**src/hw/bpb_regs.svh**
```systemverilog
// Purpose: Constants for the backplane boot and pass-through block handler.
// Assumes: Blocks travel as streams of 16-bit words, word 0 first.
// Notes: Identifier codes and block layout offsets live here.
`ifndef BPB_REGS_SVH
`define BPB_REGS_SVH
`define BPB_ID_WARM 16'h270E
`define BPB_ID_COLD 16'h270F
`define BPB_ID_PASS 16'h270C
`define BPB_FC_COIL 8'h05
`define BPB_FC_REG 8'h06
`define BPB_FC_COILS 8'h0F
`define BPB_FC_REGS 8'h10
`define BPB_IN_LAST 8'hF7
`define BPB_OUT_LAST 8'hF9
`define BPB_MSG_FIRST 8'h03
`define BPB_MSG_MAX 8'hF6
`define BPB_POS_COUNT 8'h02
`define BPB_POS_TRAIL 8'hF9
`define BPB_Q_DEPTH 2
`endif

```
**src/hw/bpb_pkg.sv**
```systemverilog
// Purpose: Types for the backplane boot and pass-through block handler.
// Assumes: Nothing beyond the constants header.
// Notes: Structs carry the word streams and the slave-port messages; an enum names the handler states.
package bpb_pkg;
  typedef enum logic [2:0] {
    BPB_IDLE = 3'b000,
    BPB_IN_BODY = 3'b001,
    BPB_OUT_SEND = 3'b010,
    BPB_WAIT_ACK = 3'b011,
    BPB_RELOAD = 3'b100
  } bpb_state_e;

  typedef struct packed {
    logic valid;
    logic last;
    logic [15:0] word;
  } bpb_word_s;

  typedef struct packed {
    logic valid;
    logic [7:0] count;
    logic [7:0] fcode;
  } bpb_msg_s;
endpackage

```
**src/hw/bpb_block_handler.sv**
```systemverilog
// Purpose: Decode output blocks from the processor and forward pass-through writes to it.
// Assumes: Blocks arrive as word streams on one 25 MHz clock; the message is read through an index port.
// Notes: Two-entry queue holds pending writes; the processor's ack block frees the head.
//
// Function
// - An incoming block with 9998 in word 0 starts a warm restart, a soft reset, not a hardware reset.
// - A warm restart fetches the configuration from the processor again and resumes with it.
// - An incoming block with 9999 in word 0 asserts a full hardware reset request.
// - Each write request on a pass-through slave port yields one block tagged 9996 to the processor.
// - Only function codes 5, 6, 15 and 16 are forwarded.
// - The forwarded block is 0, 9996, byte count, raw message in words 3 to 248, then 9996 in word 249.
// - That acknowledgement removes the pending write from the queue.
`include "bpb_regs.svh"
module bpb_block_handler (
  // Clock and reset
  input wire logic i_clk,
  input wire logic i_reset_n,
  // Block stream from the processor
  input wire bpb_pkg::bpb_word_s i_in,
  output logic o_in_ready,
  // Block stream to the processor
  output bpb_pkg::bpb_word_s o_out,
  input wire logic i_out_ready,
  // Pass-through requests from the slave port
  input wire bpb_pkg::bpb_msg_s i_msg,
  input wire logic i_passthru_en,
  output logic o_msg_ready,
  output logic [7:0] o_msg_index,
  input wire logic [15:0] i_msg_word,
  // Restart control
  output logic o_warm_restart,
  output logic o_cfg_fetch,
  input wire logic i_cfg_done,
  output logic o_cold_reset
);
  import bpb_pkg::*;

  typedef struct packed {
    bpb_state_e state;
    logic in_first;
    logic in_ack;
    logic [7:0] pos;
    bpb_msg_s [`BPB_Q_DEPTH-1:0] q;
    logic [1:0] q_cnt;
    bpb_word_s out;
    logic warm;
    logic fetch;
    logic cold;
  } bpb_reg_s;

  bpb_reg_s r;
  bpb_reg_s next_r;
  logic out_take;
  logic in_take;
  logic fc_ok;

  // ----------------------------------------
  // Handshakes and outputs
  // ----------------------------------------
  assign out_take = o_out.valid && i_out_ready;
  assign in_take = i_in.valid && o_in_ready;
  assign o_in_ready = 1'b1;
  assign fc_ok = (i_msg.fcode == `BPB_FC_COIL) || (i_msg.fcode == `BPB_FC_REG) ||
                 (i_msg.fcode == `BPB_FC_COILS) || (i_msg.fcode == `BPB_FC_REGS);
  // Unsupported codes are taken and dropped so the port never stalls on them.
  assign o_msg_ready = (r.q_cnt < 2'(`BPB_Q_DEPTH)) || !fc_ok || !i_passthru_en;
  assign o_out = r.out;
  // The index leads pos by one, because the word fetched now is registered for the next beat.
  assign o_msg_index = r.pos + 8'h01 - `BPB_MSG_FIRST;
  assign o_warm_restart = r.warm;
  assign o_cfg_fetch = r.fetch;
  assign o_cold_reset = r.cold;

  // ----------------------------------------
  // Next state
  // ----------------------------------------
  always_comb begin
    logic pop;
    logic [15:0] w;
    pop = 1'b0;
    w = 16'h0000;
    next_r = r;
    next_r.warm = 1'b0;
    // Input block decode.
    if (in_take) begin
      if (r.in_first) begin
        next_r.in_ack = 1'b0;
        // A warm request during a reload is ignored, since the fetch in flight picks up the newest data.
        if (i_in.word == `BPB_ID_WARM && r.state != BPB_RELOAD) begin
          next_r.warm = 1'b1;
          next_r.fetch = 1'b1;
        end
        // Cold reset stays up until the external reset clears it, so a short request is never lost.
        if (i_in.word == `BPB_ID_COLD) begin
          next_r.cold = 1'b1;
        end
        // An ack counts only after a whole block has gone out, so a stray one cannot free an unseen write.
        if (i_in.word == `BPB_ID_PASS && r.state == BPB_WAIT_ACK) begin
          next_r.in_ack = 1'b1;
        end
      end
      next_r.in_first = i_in.last;
      if (i_in.last && (r.in_ack || (r.in_first && i_in.word == `BPB_ID_PASS && r.state == BPB_WAIT_ACK))) begin
        pop = 1'b1;
      end
    end
    case (r.state)
      BPB_IDLE: begin
        // Pending blocks wait while a fetch is pending, so none goes out with stale settings.
        if (r.q_cnt != 2'h0 && !r.fetch) begin
          next_r.state = BPB_OUT_SEND;
          next_r.pos = 8'h00;
          next_r.out.valid = 1'b1;
          next_r.out.last = 1'b0;
          next_r.out.word = 16'h0000;
        end else if (r.fetch) begin
          next_r.state = BPB_RELOAD;
        end
      end
      BPB_OUT_SEND: begin
        if (out_take) begin
          next_r.pos = r.pos + 8'h01;
          if (r.pos + 8'h01 == 8'h01) begin
            w = `BPB_ID_PASS;
          end else if (r.pos + 8'h01 == `BPB_POS_COUNT) begin
            w = {8'h00, r.q[0].count};
          end else if (r.pos + 8'h01 == `BPB_POS_TRAIL) begin
            w = `BPB_ID_PASS;
          end else if (r.pos + 8'h01 - `BPB_MSG_FIRST < r.q[0].count) begin
            w = i_msg_word;
          end
          next_r.out.word = w;
          next_r.out.last = (r.pos + 8'h01 == `BPB_OUT_LAST);
          if (r.out.last) begin
            next_r.out.valid = 1'b0;
            next_r.state = BPB_WAIT_ACK;
          end
        end
      end
      BPB_WAIT_ACK: begin
        if (pop) begin
          next_r.state = BPB_IDLE;
        end
      end
      BPB_RELOAD: begin
        if (i_cfg_done) begin
          next_r.fetch = 1'b0;
          next_r.state = BPB_IDLE;
        end
      end
      default: begin
        next_r.state = BPB_IDLE;
      end
    endcase
    // Queue: pop shifts head out, push appends at tail, so order is kept.
    if (pop && r.q_cnt != 2'h0) begin
      next_r.q[0] = r.q[1];
      next_r.q[1] = '0;
      next_r.q_cnt = r.q_cnt - 2'h1;
    end
    if (i_msg.valid && o_msg_ready && fc_ok && i_passthru_en) begin
      next_r.q[next_r.q_cnt[0]] = i_msg;
      next_r.q_cnt = next_r.q_cnt + 2'h1;
    end
  end

  // ----------------------------------------
  // State register
  // ----------------------------------------
  always_ff @(posedge i_clk or negedge i_reset_n) begin
    if (!i_reset_n) begin
      r <= '0;
      r.in_first <= 1'b1;
    end else begin
      r <= next_r;
    end
  end

  // ----------------------------------------
  // Assertions
  // ----------------------------------------
  a_warm_soft: assert property (@(posedge i_clk) disable iff (!i_reset_n)
    o_warm_restart |-> $stable(o_cold_reset)) else $error("warm restart changed cold reset");
  a_warm_fetch: assert property (@(posedge i_clk) disable iff (!i_reset_n)
    o_warm_restart |-> o_cfg_fetch) else $error("warm restart without config fetch");
  a_reload_quiet: assert property (@(posedge i_clk) disable iff (!i_reset_n)
    (r.state == BPB_RELOAD) |-> !o_out.valid) else $error("block sent during reload");
  a_cold_sticky: assert property (@(posedge i_clk) disable iff (!i_reset_n)
    (in_take && r.in_first && i_in.word == `BPB_ID_COLD) |=> o_cold_reset) else $error("cold reset missed");
  a_cold_hold: assert property (@(posedge i_clk) disable iff (!i_reset_n)
    $past(o_cold_reset) |-> o_cold_reset) else $error("cold reset dropped");
  a_out_head: assert property (@(posedge i_clk) disable iff (!i_reset_n)
    $rose(o_out.valid) |-> o_out.word == 16'h0000 && r.pos == 8'h00) else $error("bad block start");
  a_fc_filter: assert property (@(posedge i_clk) disable iff (!i_reset_n)
    (i_msg.valid && !fc_ok) |=> r.q_cnt <= $past(r.q_cnt)) else $error("bad code queued");
  a_head_tag: assert property (@(posedge i_clk) disable iff (!i_reset_n)
    (o_out.valid && r.pos == 8'h01) |-> o_out.word == `BPB_ID_PASS) else $error("bad tag word");
  a_count_word: assert property (@(posedge i_clk) disable iff (!i_reset_n)
    (o_out.valid && r.pos == `BPB_POS_COUNT) |-> o_out.word == {8'h00, r.q[0].count}) else $error("bad count");
  a_trail_tag: assert property (@(posedge i_clk) disable iff (!i_reset_n)
    (o_out.valid && o_out.last) |-> o_out.word == `BPB_ID_PASS) else $error("bad trailer");
  a_out_hold: assert property (@(posedge i_clk) disable iff (!i_reset_n)
    (o_out.valid && !i_out_ready) |=> $stable(o_out)) else $error("word changed while stalled");
  a_ack_pop: assert property (@(posedge i_clk) disable iff (!i_reset_n)
    (r.state == BPB_WAIT_ACK && next_r.state == BPB_IDLE) |=>
    (r.q_cnt < $past(r.q_cnt) || $past(i_msg.valid && o_msg_ready))) else $error("ack did not free entry");
  a_q_bound: assert property (@(posedge i_clk) disable iff (!i_reset_n)
    r.q_cnt <= 2'(`BPB_Q_DEPTH)) else $error("queue overflow");

  // Covers mark a forwarded block, both restart kinds, a full queue and a finished reload.
  c_pass: cover property (@(posedge i_clk) disable iff (!i_reset_n) o_out.valid && o_out.last && i_out_ready);
  c_warm: cover property (@(posedge i_clk) disable iff (!i_reset_n) o_warm_restart);
  c_full: cover property (@(posedge i_clk) disable iff (!i_reset_n) r.q_cnt == 2'h2);
  c_cold: cover property (@(posedge i_clk) disable iff (!i_reset_n) $rose(o_cold_reset));
  c_reload: cover property (@(posedge i_clk) disable iff (!i_reset_n) r.state == BPB_RELOAD && i_cfg_done);
endmodule // bpb_block_handler

```
**config.mk**
```make
export PLATFORM = sky130hd
export DESIGN_NAME = bpb_block_handler
export DESIGN_NICKNAME = d
export VERILOG_FILES = /design/src/hw/bpb_pkg.sv /design/src/hw/bpb_block_handler.sv
export VERILOG_INCLUDE_DIRS = /design/src /design/src/hw
export SDC_FILE = /design/constraint.sdc
export NUM_CORES = 1
export LEC_CHECK = 0
export ABC_AREA = 1
export BUFFER_PORTS_ARGS = -buffer_cell sky130_fd_sc_hd__buf_4
export CAP_MARGIN = 20
export CORE_UTILIZATION = 30
export CTS_CLUSTER_SIZE = 28
export DETAILED_ROUTE_END_ITERATION = 16
export GPL_ROUTABILITY_DRIVEN = 0
export SLEW_MARGIN = 5
export SYNTH_ARGS = -nofsm -noshare
export SYNTH_HDL_FRONTEND = slang
export SYNTH_SLANG_ARGS = --single-unit
export TNS_END_PERCENT = 1
```
**constraint.sdc**
```tcl
create_clock -name i_clk -period 4.3 [get_ports i_clk]
set_input_delay 0.645 -clock i_clk [delete_from_list [all_inputs] [get_ports i_clk]]
set_output_delay 0.645 -clock i_clk [all_outputs]
set_load 0.02 [all_outputs]
```
Yosys cells after proc, flatten, opt, wreduce, memory -nomap -nowiden:

Cells that the tools add are included.
Widths: inputs -> output; s select.

* bits in registers: 70
* input port bits: 56
* output and inout bits: 31

* add/subtract/negate cells: 4
* $lt $le $gt $ge: 4
* equal/unequal tests: 20
* mux-type cells: 32
* reduce and logical (&&, ||, !) cells: 29

Operators by type and width (count)
* $mux 36: 2
* $mux 16: 4
* $eq 16x14->1 const B: 3
* $mux 18: 2
* $pmux 18 s2: 1
* $bwmux 34: 1
* $mux 3: 8
* $demux 17 s1: 1
* $mux 17: 1
* $eq 8x3->1 const B: 2
* $mux 8: 2
* $pmux 8 s2: 1
* $logic_and 1x1->1: 12
* $pmux 3 s4: 1
* $add 8x1->8 const B: 1
* $eq 8x1->1 const B: 1
* $eq 8x2->1 const B: 1
* $eq 8x4->1 const B: 1
* $eq 8x5->1 const B: 1
* $eq 8x8->1 const B: 1
* $lt 8x8->1: 1
* $ne 2x2->1 const B: 4
* $sub 8x2->8 const B: 1
* $mux 1: 7
* 18 further kinds: 29

Logic depth before layout (Yosys ltp):

Gate-level depths: netlist (run 1).

* depth in word-level cells: 15
* depth in mapped cells: 21

Worst setup path before layout (run 1):

No wires, ideal clock.

* kind: reg-to-reg
* from: register r[57] (netlist bit)
* to: register r, in the netlist o_out[0]
* library setup time: 69 ps
* arrival: 3084 ps
* required time: 4231 ps
* path slack: 1147 ps
* stages on the path, launching flop included: 18
* period minus slack after synthesis: 3153 ps
* cells stage by stage: dfrtp_1 -> ha_1 -> nand2_1 -> nand2_1 -> a21oi_1 -> nand3_1 -> nor3_1 -> xor2_1 -> ha_1 -> nand2_1 -> inv_1 -> nor3_1 -> and2_1 -> buf_2 -> nand2_1 -> nor2_4 -> nand3_1 -> nand3_1

* longest elaborated chain between the ends: 9
* elaborated cells on any way between the ends: 12
* classes of those cells: add/sub: 2; order compare: 1; eq/ne: 3; mux: 6

RTL lines
* start, declared: line bpb_block_handler.sv:51 `bpb_reg_s r;`
* start signal, assigned: line bpb_block_handler.sv:175 `r <= next_r;`
* $add 8x1->8
* $sub 8x2->8 (no line)
* via o_msg_index[7]: line bpb_block_handler.sv:28 `output logic [7:0] o_msg_index,`
* $lt 8x8->1: line bpb_block_handler.sv:129 `` end else if (r.pos + 8'h01 - `BPB_MSG_FIRST < r.q[0].count) begin ``
* $mux 16: line bpb_block_handler.sv:129
* $mux 16: line bpb_block_handler.sv:127 `` end else if (r.pos + 8'h01 == `BPB_POS_TRAIL) begin ``
* $mux 16: line bpb_block_handler.sv:125 `` end else if (r.pos + 8'h01 == `BPB_POS_COUNT) begin ``
* $mux 16: line bpb_block_handler.sv:123 `if (r.pos + 8'h01 == 8'h01) begin`
* $mux 18: line bpb_block_handler.sv:121 `if (out_take) begin`
* $pmux 18 s2: line bpb_block_handler.sv:107 `case (r.state)`

The timed path passes the listed nets, and every way through them passes these cells. The select of a mux whose other input is x is not followed.
A chain may end at the register's enable or synchronous reset.

Worst setup path in the final report (run 1):

* from: register r[57] (netlist bit)
* to: register r, in the netlist o_out[0]

* longest elaborated chain between the ends: 9
* elaborated cells on any way between the ends: 12
* classes of those cells: add/sub: 2; order compare: 1; eq/ne: 3; mux: 6

RTL lines (line)
* $add 8x1->8 (*)
* $sub 8x2->8 (no line)
* $lt 8x8->1: bpb_block_handler.sv:129
* $mux 16: bpb_block_handler.sv:129
* $mux 16: bpb_block_handler.sv:127
* $mux 16: bpb_block_handler.sv:125
* $mux 16 (*): bpb_block_handler.sv:123
* $mux 18 (*): bpb_block_handler.sv:121
* $pmux 18 s2 (*): bpb_block_handler.sv:107

Every way passes the cells marked *; elsewhere a longest branch is shown, timed or not. The select of a mux whose other input is x is not followed.

==> flow_summary.ini, run 1 <==
[power_and_ir_drop]
combPwrFrac_pct = 50.6
ir_drop_uv = 297.3
pwr-share-clk_pct = 21.5
p_per_area_nw_per_um2 = 491.8
switching_share_pct = 42.69
intPower_w = 0.001207
p_seq_share_pct = 27.9
p_sw_w = 0.0008990
leakage_nw = 2.221

[worst_setup_path]
r2r_end = o_out[0]
worstPathArrival_ns = 3.52
cp-end-kind = register
reg2reg_depth = 17
path_class = register to register
cp_max_fo = 9
r2r_start = r[57]
cp-startpoint = r[57]
reg2reg_slack_ns = 1.01
critPathRequiredTime_ns = 4.53
cp-start-kind = register

[sta]
hold_ws_ns = 0.3976
max_slew_margin_pct = 40.74
fin_skew_ns = 0.01018
final.min_clock_period_ns = 3.290
fin_crit_sh_pct = 76.51
setup_tns_ns = 0
hold_violations = 0
finalSetupViolations = 0
rsz0062_at_grt = no
drv_slew = 0
max_freq_ghz = 0.3039
worstMarginPinSlew_ns = 0.8856

[global_route]
grt.busiest_layer = met2
grt_pass1_vias = 3371
grt-ovfl-total = 0
use_met2_pct = 27.90
track_usage_pct = 15.73
grt_pass1_wl_um = 15060
antenna_found_initial = 0
grt_max_degree = 53
grt_util_met3_pct = 3.116
use_met1_pct = 19.41

[synthesis]
synth_ff_type = dfrtp_1
yosysWarnings = 0
yosysMostFrequentCell = nand2_1
synth-seq-cells = 52
ys_seq_area_share_pct = 37.23
synthArstFlopShare_pct = 100.0
synth_common_cells = nand2_1 (176), inv_1 (53), dfrtp_1 (51), nand3_1 (51), nor2_1 (24)
yosysTopAreaCell = dfrtp_1
netlist_area_um2 = 3498
synthCells = 488
syn_area_per_cell_um2 = 7.169
yosysTopAreaCellShare_pct = 36.48
syn-num-nets = 556
yosys-top-cells-area = dfrtp_1 (36%), nand2_1 (19%), nand3_1 (7.3%), inv_1 (5.7%), buf_4 (4.5%)
ys_types = 39
synth_edf_count = 0

[placed_design]
numPortBuffers = 85
dp_hpwl_um = 6392

[clocking]
cts_buffer_depth = 2
holdBufCountCts = 0
cts_resized = 0
h-tree-depth = 2
clock_latency_ns = 0.29
cts_tree = built
path_clk_slew_ns = 0.07
cts.sinks = 52
clockRootBuffer = clkbuf_16
cts_made_buffers = 5
post_cts_buffers = 0

[finish]
nets = 620
final_util_pct = 37.66
synthToLayoutAreaGrowth_pct = 22.39
n_antenna_cell = 0
layout-drive-gt1-share_pct = 21.70
fill_cells = 1217

[die]
placement_rows = 39
coreArea_um2 = 11370
die_x_um = 110.0
ioPinCount = 87
die_h_um = 110.0
die_area_um2 = 12100
initial_utilization_pct = 30.77

[run_status]
status = finished, final reports clean

[detailed_routing]
dr.pass1.iters = 4
antenna_left = 0
dr_total_vias = 3149
drt-initial-drc-count = 154
viasPerCell = 4.524
wirelength_um = 8435
drt_drc_violations_left = 0
wl_per_cell_um = 12.12

[worst_hold_path]
hold_class = input port to asynchronous set/reset pin

[run]
maxCapViolations = 0
cells in the final DEF, fill, tap and decap left out, types with 2 or more instances in the layout:
master and n:
a21oi_1 4, buf_4 85, clkbuf_1 2, clkbuf_16 5, dfrtp_1 51, ha_1 12, inv_1 53, inv_2 6
nand2_1 176, nand2_2 7, nand3_1 51, nand3_2 3, nand3_4 2, nand4_1 10, nor2_1 24, nor2_2 2
nor2_4 3, nor2_8 3, nor3_1 5, o21ai_0 11, o21ai_1 9, o22ai_1 7, xor2_1 6
power groups by stage:
stage | Combinational (W) | Sequential [W] | Clock (W)
finish | 0.00107 | 0.000587 | 0.000454
global route | 0.00122 | 0.000598 | 0.000480
CTS | 0.00108 | 0.000588 | 0.000468
detailed placement | 0.00107 | 0.000595 | 0
global placement | 0.00105 | 0.000592 | 0
floorplan | 0.000781 | 0.000583 | 0
area by class of cell:
class                      count  area [um^2]  area share (%)
clock inverter                 1        30.03          0.7013
inverter                      60        225.2           5.260
sequential                    52         1303           30.42
timing repair buffer          85        638.1           14.90
clock buffer                   7        132.6           3.098
tap                          143        178.9           4.179
multi-input combinational    348         1774           41.44
critical path, stage by stage, from the launching register on:
cell,delay [ns]
dfrtp_1,0.44
ha_1,0.24
inv_1,0.05
nand2_1,0.05
nand2_1,0.12
a21oi_1,0.24
nand3_1,0.15
nor3_1,0.23
xor2_1,0.24
ha_1,0.28
nand2_1,0.07
inv_1,0.04
nor3_1,0.26
and2_1,0.36
nand2_1,0.14
nor2_4,0.18
nand3_1,0.08
nand3_1,0.07
cell families after synthesis:
kind of cell / after synthesis / synth area share, %
AO/OA/AOI/OAI: 36 / 5.794
XOR/XNOR: 7 / 1.753
adder cells (fa/ha/maj): 12 / 4.292
buffers and inverters: 88 / 12.05
flip-flops: 52 / 37.23
other: 1 / 0.1072
AND/OR/NAND/NOR: 292 / 38.77
through the flow:
stage,power (W),cell area [um^2],worst slack (ns),std cells
global placement,0.001637,4119,1.175,688
CTS,0.002131,4282,1.002,696
global route,0.002298,4282,0.6244,696
floorplan,0.001363,3498,1.147,488
detailed placement,0.001668,4119,1.023,688
finish,0.002106,4282,1.010,696
routing by layer:
metal / part of all wire [%] / wire [um]
met1: 46 / 3878
met2: 48 / 4045
met3: 4.8 / 407
met4: 1.2 / 104
met5: 0 / 0
sequential cells by signal (all words and copies together), names as in the netlist:
signal and flops:
r 31, o_cold_reset 1, o_warm_restart 1, o_cfg_fetch 1, o_out 18
worst max-delay path by stage:
stage	endpoint	slack (ns)	depth (start not counted)
6_report	o_out[0]	1.01	17
5_1_grt	o_out[7]	0.62	17
4_1_cts	o_out[0]	1.00	17
3_5_place_dp	o_out[0]	1.02	17
3_3_place_gp	o_out[0]	1.18	16
2_1_floorplan	o_out[0]	1.15	17
Note: power is estimated with default switching activity, not from simulation.
==> run 2, diff against run 1 <==
- clock period: 4.3 -> 3.32 ns (I/O delays scaled with it)
==> run 2 against run 1 <==
First-iteration DRC count shrank 30%. Cell count is 0.43% higher. Register-to-register slack worse by 0.66 ns. Maximum frequency rose by 11%. Sequential cell count unchanged. Count of clock-buffer cells in the layout unchanged. Sequential power rose by 30%. Die area stayed put. Total power rose by 28%. Clock skew shrank 0.0041 ns. Critical path type unchanged. Critical endpoint unchanged.
==> flow_summary.ini, run 2 (synthesis gave the netlist of run 1 again) <==
[run_status]
status = finished, final reports clean

[finish]
final_cell_mix = nand2_1 (176), buf_4 (88), inv_1 (53)
layout-drive-gt1-share_pct = 23.02
nets = 623
n_antenna_cell = 0
fill_cells = 1196
regMostFlops = r
final_util_pct = 37.82
largest_reg_flops = 31
synthToLayoutAreaGrowth_pct = 22.93
final_cell_area_um2 = 4300
layout_commonest_cell = nand2_1
layout.cells.non_filler = 699

[detailed_routing]
antenna_left = 0
drt-initial-drc-count = 108
drt_drc_violations_left = 0
viasPerCell = 4.565
dr_total_vias = 3191
dr.pass1.iters = 4
wirelength_um = 8373
wl_per_cell_um = 11.98

[power_and_ir_drop]
ir_drop_uv = 382.4
p_per_area_nw_per_um2 = 628.2
power_w = 0.002702
leakage_nw = 2.227

[clocking]
holdBufCountCts = 0
path_clk_slew_ns = 0.07
cts_made_buffers = 5
clockRootBuffer = clkbuf_16
h-tree-depth = 2
cts_buffer_depth = 2
cts.sinks = 52
clock_latency_ns = 0.29
cts_tree = built

[sta]
worstMarginPinSlew_ns = 0.6662
fin_skew_ns = 0.006116
max_slew_margin_pct = 55.59
fin_crit_sh_pct = 89.48
hold_violations = 0
final.min_clock_period_ns = 2.971
drv_slew = 0
finalSetupViolations = 0
max_freq_ghz = 0.3366

[die]
die_area_um2 = 12100
initial_utilization_pct = 30.77
die_h_um = 110.0
die_x_um = 110.0
coreArea_um2 = 11370
placement_rows = 39
ioPinCount = 87

[worst_setup_path]
path_class = register to register
critPathRequiredTime_ns = 3.55
crit_top_cell = nand3_1
critPathMaxStageDelay_ns = 0.42
cpMaxStageDelayCell = dfrtp_1
cp-start-kind = register
worstPathArrival_ns = 3.20
cp_max_fo = 9
cp-end-kind = register
path_cells = ha_1, nand3_1, nand2_1, nand2_2, inv_1, nand3_1, nor3_2, xor2_1, ha_1, nand2_1, inv_1, nor3_2, and2_4, nand2_1, nor2_4, nand3_1, nand3_1

[global_route]
grt_max_degree = 53
grt.busiest_layer = met2
grt_pass1_wl_um = 14610
antenna_found_initial = 0
grt_pass1_vias = 3205
grt_util_met3_pct = 2.763
use_met1_pct = 19.39
track_usage_pct = 15.38
use_met2_pct = 27.23
grt-ovfl-total = 0

[placed_design]
post-place-cells = 690
dp_hpwl_um = 6407
post_dp_cell_area_um2 = 4134
numPortBuffers = 85

[worst_hold_path]
hold_class = input port to asynchronous set/reset pin

[run]
maxCapViolations = 0
run 2: changes by cell type in the layout (fill, tap and decap cells not counted), sizes merged:
| cell | change |
|---|---|
| buf | +3 |
| bufinv | -1 |
| clkinv | +1 |
run 2: power breakdown:
group,switching (W),total (W),internal (W)
Sequential,0.0000580,0.000762,0.000704
Combinational,0.000883,0.00143,0.000544
Clock,0.000230,0.000512,0.000282
run 2: stage by stage:
stage	hold WS [ns]	setup TNS (ns)	setup slack, ns
after floorplan	0.2024	0	0.1674
after global placement	0.4632	0	0.1867
after detailed placement	0.4671	-0.007589	-0.006582
after CTS	0.2744	0	0.05435
after global routing	0.3051	-0.06416	-0.02976
final	0.2404	0	0.3492
run 2: path summary, 6_finish.rpt:
check                           startpoint        end  slack, ns  depth (start not counted)
worst max-delay path                 r[58]   o_out[0]       0.35                         17
worst min-delay path             i_reset_n  o_out[10]       0.24                          1
worst max register to register       r[58]   o_out[0]       0.35                         17
worst min register to register   o_out[13]  o_out[13]       0.48                          2
max in group asynchronous        i_reset_n      r[57]       2.60                          1
min in group i_clk                i_in[17]      r[66]       0.37                          2
run 2: worst max-delay path: cells and delay by family, from the launching register on:
family,cells,cell delay [ns]
and+or+nand+nor,12,1.59
adders and majority gates,2,0.53
DFF,1,0.42
xor gates and xnor gates,1,0.22
buffers and inverters,2,0.14
run 2: metal layers:
layer	vias to the layer above	share of wire [%]
li1	1665	-
met1	1454	46
met2	65	48
met3	7	5.2
met4	0	0.92
met5	-	0
run 2: layout make-up:
class | instances | area, um^2 | share of cell area, %
clock inverters | 1 | 8.758 | 0.2037
flip-flops and latches | 52 | 1304 | 30.32
inverters | 60 | 225.2 | 5.237
well taps | 143 | 178.9 | 4.161
clock buffers | 7 | 132.6 | 3.084
repair buffers | 88 | 660.6 | 15.36
multi-input cells | 348 | 1790 | 41.64
run 2: repair_timing:
action,in CTS,in global routing
endpoints found under the hold margin,0,0
endpoints found under the setup margin,6,14
pin swaps,0,1
resized for setup,1,5
buffers inserted,0,1
==> run 3, diff against run 2 <==
- BUFFER_PORTS_ARGS: -buffer_cell sky130_fd_sc_hd__buf_4 -> not set
- DONT_BUFFER_PORTS: not set -> 1
- HOLD_SLACK_MARGIN: not set -> 0.08
==> run 3 against run 2 <==
Non-clock buffer count shrank 78. Clock power is 29% higher. Worst hold slack improved by 0.030 ns. Register-to-register slack got worse by 0.04 ns. Maximum frequency shrank 1.4%. Via count fell by 6.9%. Setup slack worse by 0.043 ns. Sequential share of layout area grew 4.1 points. Global-route usage fell by 0.89 points. Critical endpoint is now o_out[7]. Largest power group unchanged.
==> flow_summary.ini, run 3 (synthesis gave the netlist of run 1 again) <==
[global_route]
use_met1_pct = 17.75
grt_util_met3_pct = 3.821
grt_pass1_wl_um = 13630
grt.busiest_layer = met2
grt_max_degree = 53
use_met2_pct = 25.09
antenna_found_initial = 0
grt-ovfl-total = 0
track_usage_pct = 14.50
grt_pass1_vias = 2948

[detailed_routing]
wirelength_um = 8193
wl_per_cell_um = 13.19
dr.pass1.iters = 4
antenna_left = 0
viasPerCell = 4.786
drt-initial-drc-count = 104
drt_drc_violations_left = 0
dr_total_vias = 2972

[die]
ioPinCount = 87
die_area_um2 = 12100
die_x_um = 110.0
initial_utilization_pct = 30.77
coreArea_um2 = 11370
die_h_um = 110.0
placement_rows = 39

[worst_setup_path]
path_delay_family = simple AND/OR/NAND/NOR gates
cpMaxStageDelayCell = dfrtp_1
path_buf_inv = 2
cp_max_fo = 9
critPathRequiredTime_ns = 3.55
cp-startpoint = r[57]
cp-start-kind = register
cp-end-kind = register
crit_top_cell = nand3_1
reg2reg_depth = 17
r2r_end = o_out[7]
reg2reg_slack_ns = 0.31
worstPathArrival_ns = 3.24
path_cells = ha_1, nand3_1, nand2_1, nand2_2, inv_1, nand3_1, nor3_2, xor2_1, ha_1, nand2_1, inv_1, nor3_2, and2_4, nand2_1, nor2_4, nand3_1, nand3_1
path_class = register to register
r2r_start = r[57]
critPathMaxStageDelay_ns = 0.43

[sta]
fin_skew_ns = 0.006263
max_slew_margin_pct = 44.27
finalSetupViolations = 0
drv_slew = 0
worstMarginPinSlew_ns = 0.8329
final.min_clock_period_ns = 3.014
setup_tns_ns = 0
max_freq_ghz = 0.3318
hold_violations = 0
fin_crit_sh_pct = 90.78

[power_and_ir_drop]
leakage_nw = 1.875
p_per_area_nw_per_um2 = 717.0
power_w = 0.002713
ir_drop_uv = 306.1

[finish]
layout.cells.non_filler = 621
regArea_um2 = 1303
regMostFlops = r
n_antenna_cell = 0
fill_cells = 1214
layout_commonest_cell = nand2_1
synthToLayoutAreaGrowth_pct = 8.155
final_cell_mix = nand2_1 (176), inv_1 (53), nand3_1 (51), dfrtp_1 (51), nor2_1 (24)
nets = 545
layout-drive-gt1-share_pct = 10.25
largest_reg_flops = 31
multi_input_area_um2 = 1790

[clocking]
cts_made_buffers = 5
clock_latency_ns = 0.29
cts_buffer_depth = 2
h-tree-depth = 2
path_clk_slew_ns = 0.07
cts.sinks = 52
cts_tree = built
clockRootBuffer = clkbuf_16

[worst_hold_path]
hold-path-endpoint = r[66]
hold_class = input port to register
min_from = i_in[17]
hold_path_depth = 1

[placed_design]
numPortBuffers = 0
post-place-cells = 611
dp_hpwl_um = 6246

[run]
maxCapViolations = 0

[run_status]
status = finished, final reports clean
[run 3: cell count changes in the layout (fill, tap and decap cells not counted)]
| cell | delta |
|---|---|
| buf_16 | +1 |
| clkbuf_1 | -1 |
| dlygate4sd3_1 | +1 |
| bufinv_16 | +2 |
| clkinv_4 | -1 |
| buf_4 | -80 |
| dfrtp_2 | -1 |
| dfrtp_1 | +1 |
[run 3: per-layer routing]
metal	wire length (um)	vias up	part of all wire (%)
met3	542	7	6.6
met2	3936	67	48
met1	3630	1387	44
li1	-	1511	-
met4	84	0	1.0
met5	0	-	0
[run 3: what timing repair did]
action,CTS,global route
hold endpoints to repair,52,0
setup endpoints to repair,0,14
hold buffers,2,0
resized for setup,0,5
setup buffers,0,0
[run 3: cell type report]
cell class              count  area share (%)
well taps                 143           4.729
inverters                  60           5.952
clock inverters             2           1.587
flip-flops and latches     52           34.42
multi-input cells         348           47.32
repair buffers             10           2.579
clock buffers               6           3.406
[run 3: worst max path at each step]
stage | cells past startpoint | to | slack, ns
3_3_place_gp | 16 | o_out[0] | 0.21
6_report | 17 | o_out[7] | 0.31
3_5_place_dp | 17 | o_out[0] | 0.04
4_1_cts | 17 | o_out[7] | 0.02
2_1_floorplan | 17 | o_out[0] | 0.17
5_1_grt | 17 | o_out[0] | -0.04
[run 3: power by group]
part / internal (W) / switching (W) / leakage [nW]
Sequential: 0.000702 / 0.000112 / 0.706
Clock: 0.000432 / 0.000227 / 0.0911
Combinational: 0.000438 / 0.000801 / 1.08
Total: 0.00157 / 0.00114 / 1.87
[run 3: stage by stage]
stage          cell area (um^2)  utilization (%)  worst slack (ns)  hold WS [ns]
2_1_floorplan              3498                -            0.1674        0.2024
3_3_place_gp               3541            31.14            0.2120        0.2052
3_5_place_dp               3541            31.14           0.04168        0.2053
4_1_cts                    3767            33.14           0.02454        0.2610
5_1_grt                    3784            33.28          -0.04029        0.2639
6_report                   3784            33.28            0.3060        0.2700
